File: config.mk
export PLATFORM = sky130hd
export DESIGN_NAME = wlc_top
export DESIGN_NICKNAME = d
export VERILOG_FILES = /design/src/hdl/wlc_pkg.sv /design/src/hdl/wlc_fb_if.sv /design/src/hdl/wlc_sampler.sv /design/src/hdl/wlc_top.sv
export VERILOG_INCLUDE_DIRS = /design/src /design/src/hdl
export SDC_FILE = /design/constraint.sdc
export NUM_CORES = 1
export LEC_CHECK = 0
export ABC_AREA = 1
export BUFFER_PORTS_ARGS = -buffer_cell sky130_fd_sc_hd__buf_4
export CAP_MARGIN = 30
export CORE_MARGIN = 1.5
export CORE_UTILIZATION = 50
export DETAILED_ROUTE_END_ITERATION = 10
export GPL_ROUTABILITY_DRIVEN = 0
export PLACE_DENSITY = 0.79
export SLEW_MARGIN = 20
export SYNTH_ARGS = -nofsm -noshare
export SYNTH_HDL_FRONTEND = slang
export SYNTH_SLANG_ARGS = --single-unit
File: constraint.sdc
create_clock -name clk -period 4 [get_ports clk]
set_clock_uncertainty 0.1 [all_clocks]
set_input_delay 0.4 -clock clk [delete_from_list [all_inputs] [get_ports clk]]
set_output_delay 0.4 -clock clk [all_outputs]
set_load 0.05 [all_outputs]
File: src/hdl/wlc_map.svh
// Named constants of the write-leveling and chip-select latency block.
// Assumes inclusion by its bare name from the package and the top.
`ifndef WLC_MAP_SVH
`define WLC_MAP_SVH

// ============================================================
// Mode-register selection and field positions
`define WLC_MR_LVL     3'h1
`define WLC_MR_CAL     3'h4
`define WLC_A_WL       7
`define WLC_A_QOFF     12
`define WLC_CAL_LSB    6
`define WLC_CAL_MSB    8

// ============================================================
// Latency field encodings and their clock counts
`define WLC_CAL_OFF    3'h0
`define WLC_CAL_E3     3'h1
`define WLC_CAL_E4     3'h2
`define WLC_CAL_E5     3'h3
`define WLC_CAL_E6     3'h4
`define WLC_CAL_E8     3'h5
`define WLC_NCK_0      4'h0
`define WLC_NCK_3      4'h3
`define WLC_NCK_4      4'h4
`define WLC_NCK_5      4'h5
`define WLC_NCK_6      4'h6
`define WLC_NCK_8      4'h8

// ============================================================
// Timing: mode-register-set delay is max(24 clocks, 15 ns)
`define WLC_TCK_NS     10
`define WLC_TMOD_NS    15
`define WLC_TMOD_NCK   24
`define WLC_TMOD_NSCYC ((`WLC_TMOD_NS + `WLC_TCK_NS - 1) / `WLC_TCK_NS)
`define WLC_TMOD_CYC   ((`WLC_TMOD_NSCYC > `WLC_TMOD_NCK) ? \
                         `WLC_TMOD_NSCYC : `WLC_TMOD_NCK)

`endif

File: src/hdl/wlc_pkg.sv
// Types and helpers of the write-leveling and chip-select latency block.
// Assumes the constant header sits beside it.
`include "wlc_map.svh"

package wlc_pkg;

  // ============================================================
  // Leveling state, Gray coded along off, settle, run, exit
  typedef enum logic [1:0] {
    WLC_OFF    = 2'h0,
    WLC_SETTLE = 2'h1,
    WLC_RUN    = 2'h3,
    WLC_EXIT   = 2'h2
  } wlc_state_e;

  typedef logic [3:0] wlc_nck_t;

  function automatic wlc_nck_t wlc_cal_nck(input logic [2:0] code);
    case (code)
      `WLC_CAL_E3: wlc_cal_nck = `WLC_NCK_3;
      `WLC_CAL_E4: wlc_cal_nck = `WLC_NCK_4;
      `WLC_CAL_E5: wlc_cal_nck = `WLC_NCK_5;
      `WLC_CAL_E6: wlc_cal_nck = `WLC_NCK_6;
      `WLC_CAL_E8: wlc_cal_nck = `WLC_NCK_8;
      default:     wlc_cal_nck = `WLC_NCK_0;
    endcase
  endfunction : wlc_cal_nck

endpackage : wlc_pkg

File: src/hdl/wlc_fb_if.sv
// Feedback carrier between the top and one byte-lane sampler.
// Assumes both ends run on the same clock.
`timescale 1ns/10ps

interface wlc_fb_if;
  logic arm;
  logic fb;
  logic seen;
  modport top (output arm, input fb, input seen);
  modport smp (input arm, output fb, output seen);
endinterface : wlc_fb_if

File: src/hdl/wlc_sampler.sv
// One byte-lane leveling sampler: catches the clock level at strobe rise.
// Assumes strobe and sampled clock level are asynchronous to clk.
`timescale 1ns/10ps

module wlc_sampler
  import wlc_pkg::*;
(
  input wire logic clk,
  input wire logic reset_n,
  input wire logic dqs_raw,
  input wire logic ck_raw,
  wlc_fb_if.smp    fb
);

  logic dqs_s1_q, dqs_s2_q, dqs_s3_q;
  logic ck_s1_q,  ck_s2_q;
  logic fb_q,     seen_q;
  logic rise;

  // ============================================================
  // Synchronisers
  always_ff @(posedge clk or negedge reset_n) begin
    if (!reset_n) begin
      dqs_s1_q <= 1'b0;
      dqs_s2_q <= 1'b0;
      dqs_s3_q <= 1'b0;
      ck_s1_q  <= 1'b0;
      ck_s2_q  <= 1'b0;
    end else begin
      dqs_s1_q <= dqs_raw;
      dqs_s2_q <= dqs_s1_q;
      dqs_s3_q <= dqs_s2_q;
      ck_s1_q  <= ck_raw;
      ck_s2_q  <= ck_s1_q;
    end
  end

  assign rise = dqs_s2_q & ~dqs_s3_q;

  // ============================================================
  // Sample capture
  // The real part answers without a clock; here the answer lags the
  // strobe by the synchroniser depth, which stays within the output delay.
  always_ff @(posedge clk or negedge reset_n) begin
    if (!reset_n) begin
      fb_q   <= 1'b0;
      seen_q <= 1'b0;
    end else if (!fb.arm) begin
      seen_q <= 1'b0;
    end else if (rise) begin
      fb_q   <= ck_s2_q;
      seen_q <= 1'b1;
    end
  end

  assign fb.fb   = fb_q;
  assign fb.seen = seen_q;
endmodule : wlc_sampler

File: src/hdl/wlc_top.sv
// Write-leveling mode and chip-select-to-command latency, device side.
// Assumes command pins are sampled on clk; strobes and ck_smp are not.
//
// Overview of operation
// - Mode write bit A7 enters/exits leveling.
// - Bit A12 set disables data outputs.
// - In leveling, ODT switches only strobe termination.
// - Data outputs undefined after leveling entry.
// - Exit write also applies other bits.
// - ODT accepted only after mode delay.
// - Mode delay is max(24 clocks, 15 ns), plus the latency in force.
// - Strobe termination applied before strobe enable.
// - Strobe rise samples clock onto data.
// - No read strobes with leveling feedback.
// - Data undefined until mode delay after exit.
// - Command taken latency clocks after chip-select.
// - Receivers sleep after command, stay for bursts.
// - Each byte lane reports its own feedback.
`timescale 1ns/10ps

`include "wlc_map.svh"

module wlc_top
  import wlc_pkg::*;
(
  input  wire logic        clk,
  input  wire logic        reset_n,
  input  wire logic        cs_n,
  input  wire logic        cmd_mrs,
  input  wire logic [2:0]  cmd_mr,
  input  wire logic [13:0] cmd_addr,
  input  wire logic        odt,
  input  wire logic        dqs_l,
  input  wire logic        dqs_u,
  input  wire logic        ck_smp,
  output logic             wl_active,
  output logic             qoff,
  output logic [13:0]      mr1_val,
  output logic [3:0]       cal_nck,
  output logic             ca_rx_en,
  output logic             cmd_take,
  output logic             mrs_ready,
  output logic             odt_accept,
  output logic             dqs_term_en,
  output logic             dq_term_en,
  output logic             park_sel,
  output logic             rd_dqs_oe,
  output logic             dq_undef,
  output logic [15:0]      dq_out,
  output logic [15:0]      dq_oe
);

  localparam int TMODC = `WLC_TMOD_CYC;

  wlc_state_e  state_q, state_d;
  logic [13:0] mr1_q;
  wlc_nck_t    cal_q, cal_new;
  logic [7:0]  hist_q, take_mask, pend_mask;
  logic [5:0]  mod_cnt_q;
  logic        take_mrs, take_mr1, take_cal, wl_bit;

  wlc_fb_if fb_lo ();
  wlc_fb_if fb_hi ();

  // ============================================================
  // Chip-select latency and command capture
  // A chip-select low is remembered in a history line; with latency N
  // the command pins are read N clocks later.
  assign take_mask = 8'(9'h1 << (cal_q - 4'h1));
  assign pend_mask = 8'((9'h1 << cal_q) - 9'h1);
  assign cmd_take  = (cal_q == `WLC_NCK_0) ? !cs_n
                                           : |(hist_q & take_mask);

  always_ff @(posedge clk or negedge reset_n) begin
    if (!reset_n) begin
      hist_q <= 8'h0;
    end else begin
      hist_q <= {hist_q[6:0], !cs_n};
    end
  end

  // Receivers wake on chip-select and stay up while any command is due.
  assign ca_rx_en = (cal_q == `WLC_NCK_0) || !cs_n
                    || |(hist_q & pend_mask);

  assign take_mrs = cmd_take && cmd_mrs;
  assign take_mr1 = take_mrs && (cmd_mr == `WLC_MR_LVL);
  assign take_cal = take_mrs && (cmd_mr == `WLC_MR_CAL);
  assign wl_bit   = cmd_addr[`WLC_A_WL];
  assign cal_new  = take_cal
                  ? wlc_cal_nck(cmd_addr[`WLC_CAL_MSB:`WLC_CAL_LSB])
                  : cal_q;

  // ============================================================
  // Mode registers
  always_ff @(posedge clk or negedge reset_n) begin
    if (!reset_n) begin
      mr1_q <= 14'h0;
    end else if (take_mr1) begin
      mr1_q <= cmd_addr;
    end
  end

  always_ff @(posedge clk or negedge reset_n) begin
    if (!reset_n) begin
      cal_q <= `WLC_NCK_0;
    end else begin
      cal_q <= cal_new;
    end
  end

  assign mr1_val = mr1_q;
  assign qoff    = mr1_q[`WLC_A_QOFF];
  assign cal_nck = cal_q;

  // ============================================================
  // Mode-register-set delay, stretched by the latency in force
  // A write that changes the latency already counts with the new value.
  always_ff @(posedge clk or negedge reset_n) begin
    if (!reset_n) begin
      mod_cnt_q <= 6'h0;
    end else if (take_mrs) begin
      mod_cnt_q <= 6'(TMODC) + {2'h0, cal_new};
    end else if (mod_cnt_q != 6'h0) begin
      mod_cnt_q <= mod_cnt_q - 6'h1;
    end
  end

  assign mrs_ready = (mod_cnt_q == 6'h0);

  // ============================================================
  // Leveling state
  always_comb begin
    state_d = state_q;
    case (state_q)
      WLC_OFF: begin
        if (take_mr1 && wl_bit) state_d = WLC_SETTLE;
      end
      WLC_SETTLE: begin
        if (take_mr1 && !wl_bit) state_d = WLC_EXIT;
        else if (mrs_ready) state_d = WLC_RUN;
      end
      WLC_RUN: begin
        if (take_mr1 && !wl_bit) state_d = WLC_EXIT;
      end
      WLC_EXIT: begin
        if (take_mr1 && wl_bit) state_d = WLC_SETTLE;
        else if (mrs_ready) state_d = WLC_OFF;
      end
      default: state_d = WLC_OFF;
    endcase
  end

  always_ff @(posedge clk or negedge reset_n) begin
    if (!reset_n) begin
      state_q <= WLC_OFF;
    end else begin
      state_q <= state_d;
    end
  end

  assign wl_active  = (state_q == WLC_SETTLE) || (state_q == WLC_RUN);
  assign odt_accept = (state_q == WLC_RUN);

  // ============================================================
  // Termination
  // Strobe termination stays on in leveling, nominal or park by ODT;
  // data termination is held off so the feedback is not loaded.
  assign dqs_term_en = wl_active;
  assign park_sel    = !(odt_accept && odt);
  assign dq_term_en  = !wl_active && odt;

  // ============================================================
  // Byte-lane feedback
  assign fb_lo.arm = odt_accept;
  assign fb_hi.arm = odt_accept;

  wlc_sampler u_smp_lo (
    .clk     (clk),
    .reset_n (reset_n),
    .dqs_raw (dqs_l),
    .ck_raw  (ck_smp),
    .fb      (fb_lo)
  );

  wlc_sampler u_smp_hi (
    .clk     (clk),
    .reset_n (reset_n),
    .dqs_raw (dqs_u),
    .ck_raw  (ck_smp),
    .fb      (fb_hi)
  );

  // Read strobes are never driven while the feedback is on the bus.
  assign rd_dqs_oe = 1'b0;
  assign dq_undef  = (state_q == WLC_SETTLE) || (state_q == WLC_EXIT)
                     || (odt_accept && !(fb_lo.seen && fb_hi.seen));
  assign dq_out    = {{8{fb_hi.fb}}, {8{fb_lo.fb}}};
  assign dq_oe     = {16{(state_q != WLC_OFF) && !qoff}};
endmodule : wlc_top

Word level (Yosys, flattened, before mapping)
Index checks and enable logic that the tools add are counted.
{ "totals": {"input_bits": 25, "ff_bits": 46} }
{ "classes": {"n_reduce_logical": 32, "n_mux": 16, "shift": 2, "n_addsub": 4, "bitwise": 6, "eq_ne": 16} }
{ "op_table": {"columns": ["op", "n"], "rows": [
  ["4-bit one-hot mux with 5 select lines", 1],
  ["8-bit AND", 2],
  ["8-bit OR reduction", 2],
  ["1-bit by 4-bit << shifter with 8-bit output, first input constant", 2],
  ["2-bit 2-to-1 mux", 6],
  ["6-bit 2-to-1 mux", 2],
  ["1-bit logical AND", 10],
  ["3-bit equality test, second input constant", 3],
  ["2-bit one-hot mux with 4 select lines", 1],
  ["8-bit by 1-bit subtractor with 8-bit output, second input constant", 1],
  ["5-bit by 4-bit adder with 6-bit output, first input constant", 1],
  ["3-bit by 1-bit equality test with 1-bit output, second input constant", 2],
  ["3-bit by 2-bit equality test with 1-bit output, second input constant", 2],
  ["1-bit logical NOT", 6],
  ["6-bit logical NOT", 1],
  ["2-bit by 1-bit != test with 1-bit output, second input constant", 3],
  ["3-bit != test, second input constant", 2],
  ["6-bit nonzero test", 1],
  ["6-bit by 1-bit subtractor with 6-bit output, second input constant", 1],
  ["1-bit logical OR", 5],
  ["1-bit 2-to-1 mux", 5],
  ["2-bit equality test, second input constant", 2],
  ["4-bit logical NOT", 1],
  ["4-bit 2-to-1 mux", 1],
  ["9 further kinds", 13]
]} }

Logic depth before layout (Yosys ltp)
{ "logic_depth": {"ltp_word": 10, "ltp_mapped": 15, "depth_no_buf": 15} }

Cells and area by module
Synthesis repeated with hierarchy kept, for this count alone.
{ "hier_totals": {"cells_unflattened": 296, "area_unflattened_um2": 2558.7} }
{ "by_module_without_submodules": {"columns": ["mod", "area_each_um2", "seq_area_each_um2", "cells_per_inst", "n_inst"], "rows": [
  ["wlc_top", 2148.3, 850.8, 268, 1],
  ["wlc_sampler", 205.2, 175.2, 14, 2]
]} }

Least setup slack after synthesis
Ideal clock, no wire load.
{ "synth_timing": {"path_kind": "register -> output", "startpoint": "reg cal_q[3], in the netlist cal_nck[3]", "endpoint": "out ca_rx_en", "path_stages_with_launch": 7, "setup_slack_ps": 1271, "arrival_ps": 2229, "path_cell_list": "dfrtp_1 -> buf_6 -> nor2_4 -> nand2_1 -> ha_1 -> xor2_1 -> o2111ai_1"} }
{ "synth_between": {"elab_chain_cells": 5, "elab_cells_between_ends": 7} }
{ "synth_rtl": {"columns": ["item", "line", "source"], "rows": [
  ["from (decl)", "wlc_top.sv:57", "wlc_nck_t cal_q, cal_new;"],
  ["from (signal assigned)", "wlc_top.sv:106", "cal_q <= `WLC_NCK_0;"],
  ["from (signal assigned)", "wlc_top.sv:108", "cal_q <= cal_new;"],
  ["1-bit by 4-bit << shifter with 8-bit output", "wlc_top.sv:70", "assign pend_mask = 8'((9'h1 << cal_q) - 9'h1);"],
  ["8-bit by 1-bit subtractor with 8-bit output", "wlc_top.sv:70", null],
  ["8-bit AND", "wlc_top.sv:84", "|| |(hist_q & pend_mask);"],
  ["8-bit OR reduction", "wlc_top.sv:84", null],
  ["1-bit logical OR *", "wlc_top.sv:83", "assign ca_rx_en = (cal_q == `WLC_NCK_0) || !cs_n"],
  ["to (decl)", "wlc_top.sv:40", "output logic ca_rx_en,"]
]} }
Every way passes the cells marked *; elsewhere a longest branch is shown, timed or not.

Final worst setup path
{ "layout_timing": {"startpoint": "reg cal_q[0], in the netlist cal_nck[0]", "endpoint": "out ca_rx_en"} }
Same word-level chain as after synthesis.

==> results.cfg <==
[finish]
final_cell_mix = 88 x nand2_1, 84 x buf_4, 46 x dfrtp_1
regArea_mm2 = 0.00115
num-fill-cells = 438
final_common_cell = nand2_1
diodes = 0
drive_gt1_share_pct = 35.6
layout.nets = 382
synthToLayoutAreaGrowth_pct = 20.9
multi_input_area_um2 = 965

[routing]
wl_met1_um = 2120
drt_iter0_drc = 99
wl_met3_um = 195
highest_layer = met4
drc = 0
dr_wl_met2_um = 2390
wl_per_cell_um = 11.4
wirelength_um = 4780
avgViaCountPerCell = 4.56
antenna_left = 0
drtPass1Iterations = 4
vias = 1904

[global_route]
grt_usage_pct = 18.3
grt_pass1_wl_um = 7690
antenna_found_initial = 0
grt.overflow.total = 0
first_global_vias = 1773
grt_max_degree = 47

[yosys]
synth-seq-cells = 46
yosys.area.top_type = dfrtp_1
synth-seq-area-share_pct = 45.3
yosysWarnings = 0
synth_area_mm2 = 0.00254
syn-mean-instance-area_um2 = 8.53
synth_top_area_share_pct = 45.3
synth_edf_count = 0
yosys-top-cells-area = dfrtp_1 45%, nand2_1 13%, buf_4 10%, inv_1 3.8%, ha_1 3.4%
synth_nets = 330
synth.distinct_cells = 37
synth_cells = 298
ys_dominant_reg_cell = dfrtp_1
synthArstFlopShare_pct = 100

[job]
cap_viol_max_count = 0

[hold_path]
hold_class = primary input to asynchronous set/reset pin

[floorplan]
die_y_um = 74.3
num_rows = 25
ioPinCount = 86
start_util_pct = 52.8
design.die.area_mm2 = 0.00552
dieWidth_um = 74.3
core_mm2 = 0.00482

[worst_setup_path]
startpoint_type = register
crit_chain = nor2_2, nand2_1, ha_1, nand2_1, inv_1, nor4_1, o21ai_0, o2111ai_1, buf_4
cp_max_fo = 8
crit_type = register to primary output
crit_path_end_kind = primary output
crit_top_cell = nand2_1
rr_worst_depth = 12
cp.arrival_ps = 2190
worstPathRequired_ps = 3500
crit_path_max_incr_delay_ps = 490
cp_slowest_cell = dfrtp_1

[clock_tree]
cts_setup_buffers = 0
cts.sinks = 46
tritoncts.num_buffers = 5
ctsHoldBuffers = 0
cts_root_buf = clkbuf_8
clock_latency_ps = 300
cts_tree = yes
ctsLongestPathBuffers = 2
h-tree-depth = 2
clkTransAtPathRegs_ps = 90
cts_resized = 0

[sta]
fmax_mhz = 371
drv_slew = 0
tightestPinTransition_ps = 836
max_slew_margin_pct = 44.1
tns_ps = 0
rsz0062_at_grt = false
timing.hold.ws_ps = -26.3
setup_viol = 0
fin_crit_ps = 2690
period_share_pct = 67.3
finalHoldViolCount = 14

[placed_design]
numPortBuffers = 84
dp_hpwl_um = 3700

[outcome]
violations = hold timing
outcome = finished with violations
==> layout make-up <==
class | count | area share, %
Sequential cell | 46 | 37.5
Clock inverter | 3 | 1.30
Tap cell | 67 | 2.73
Clock buffer | 5 | 2.24
Multi-Input combinational cell | 180 | 31.4
Timing Repair Buffer | 84 | 20.5
Inverter | 33 | 4.36
==> cell usage after synthesis, types with 4 or more instances <==
| master | number |
|---|---|
| o21ai_0 | 11 |
| dfrtp_1 | 46 |
| a21oi_1 | 6 |
| nand2_2 | 6 |
| inv_2 | 4 |
| nand3_1 | 12 |
| nand2_1 | 88 |
| nor2_2 | 5 |
| buf_4 | 34 |
| inv_1 | 26 |
| ha_1 | 7 |
| nor2_1 | 11 |
| nor2_4 | 5 |
==> metrics by stage <==
step | area (µm²) | setup slack, ps | utilization [%] | std cells | hold WS, ps
after floorplan | 2540 | 1270 | - | 298 | 4.41
after detailed placement | 2960 | 1350 | 61.5 | 410 | 235
after global placement | 2960 | 1410 | 61.5 | 410 | 233
after CTS | 3070 | 1320 | 63.8 | 418 | 4.34
after global routing | 3070 | 1080 | 63.8 | 418 | 30.6
final | 3070 | 1310 | 63.8 | 418 | -26.3
==> state kept, by name, summed over array words and instances (netlist names), 2 cells and up <==
signal / count
mr1_val: 14
hist_q: 8
cal_nck: 4
mod_cnt_q: 6
state_q: 2
==> per-layer routing <==
metal,GRT usage [%],vias to the layer above
met2,30.0,45
li1,-,994
met5,0,-
met1,23.2,857
met4,7.47,0
met3,4.88,8
==> cells by family (layout without fill, tap and decap cells) <==
family,after synthesis,count (layout),synth area share [%]
AOI/OAI and AO/OA,28,28,7.04
xor gates and xnor gates,5,5,1.72
adders and majority gates,7,7,3.45
buffers and inverters,72,125,16.7
DFF,46,46,45.3
other,1,1,0.148
and+or+nand+nor,139,139,25.6
==> final timing paths <==
kind	startpoint	to	slack, ps
setup / recovery	cal_nck[0]	ca_rx_en	1310
hold / removal	reset_n	mod_cnt_q[0]	-30
setup reg to reg	cal_nck[0]	state_q[1]	1330
hold reg to reg	u_smp_hi.dqs_s1_q	u_smp_hi.dqs_s2_q	250
max in group asynchronous	reset_n	mr1_val[13]	3430
min in group clk	dqs_u	u_smp_hi.dqs_s1_q	100
==> worst max-delay path: cells and delay by family, from the launching register on <==
kind | cells | cell delay, ps
fa+ha+maj | 1 | 250
simple gates | 4 | 650
buf+inv | 2 | 310
flops | 1 | 490
compound gates | 2 | 190
Power is not shown: default switching activity piles up to over one toggle a cycle in this logic, so the estimate is an artifact.
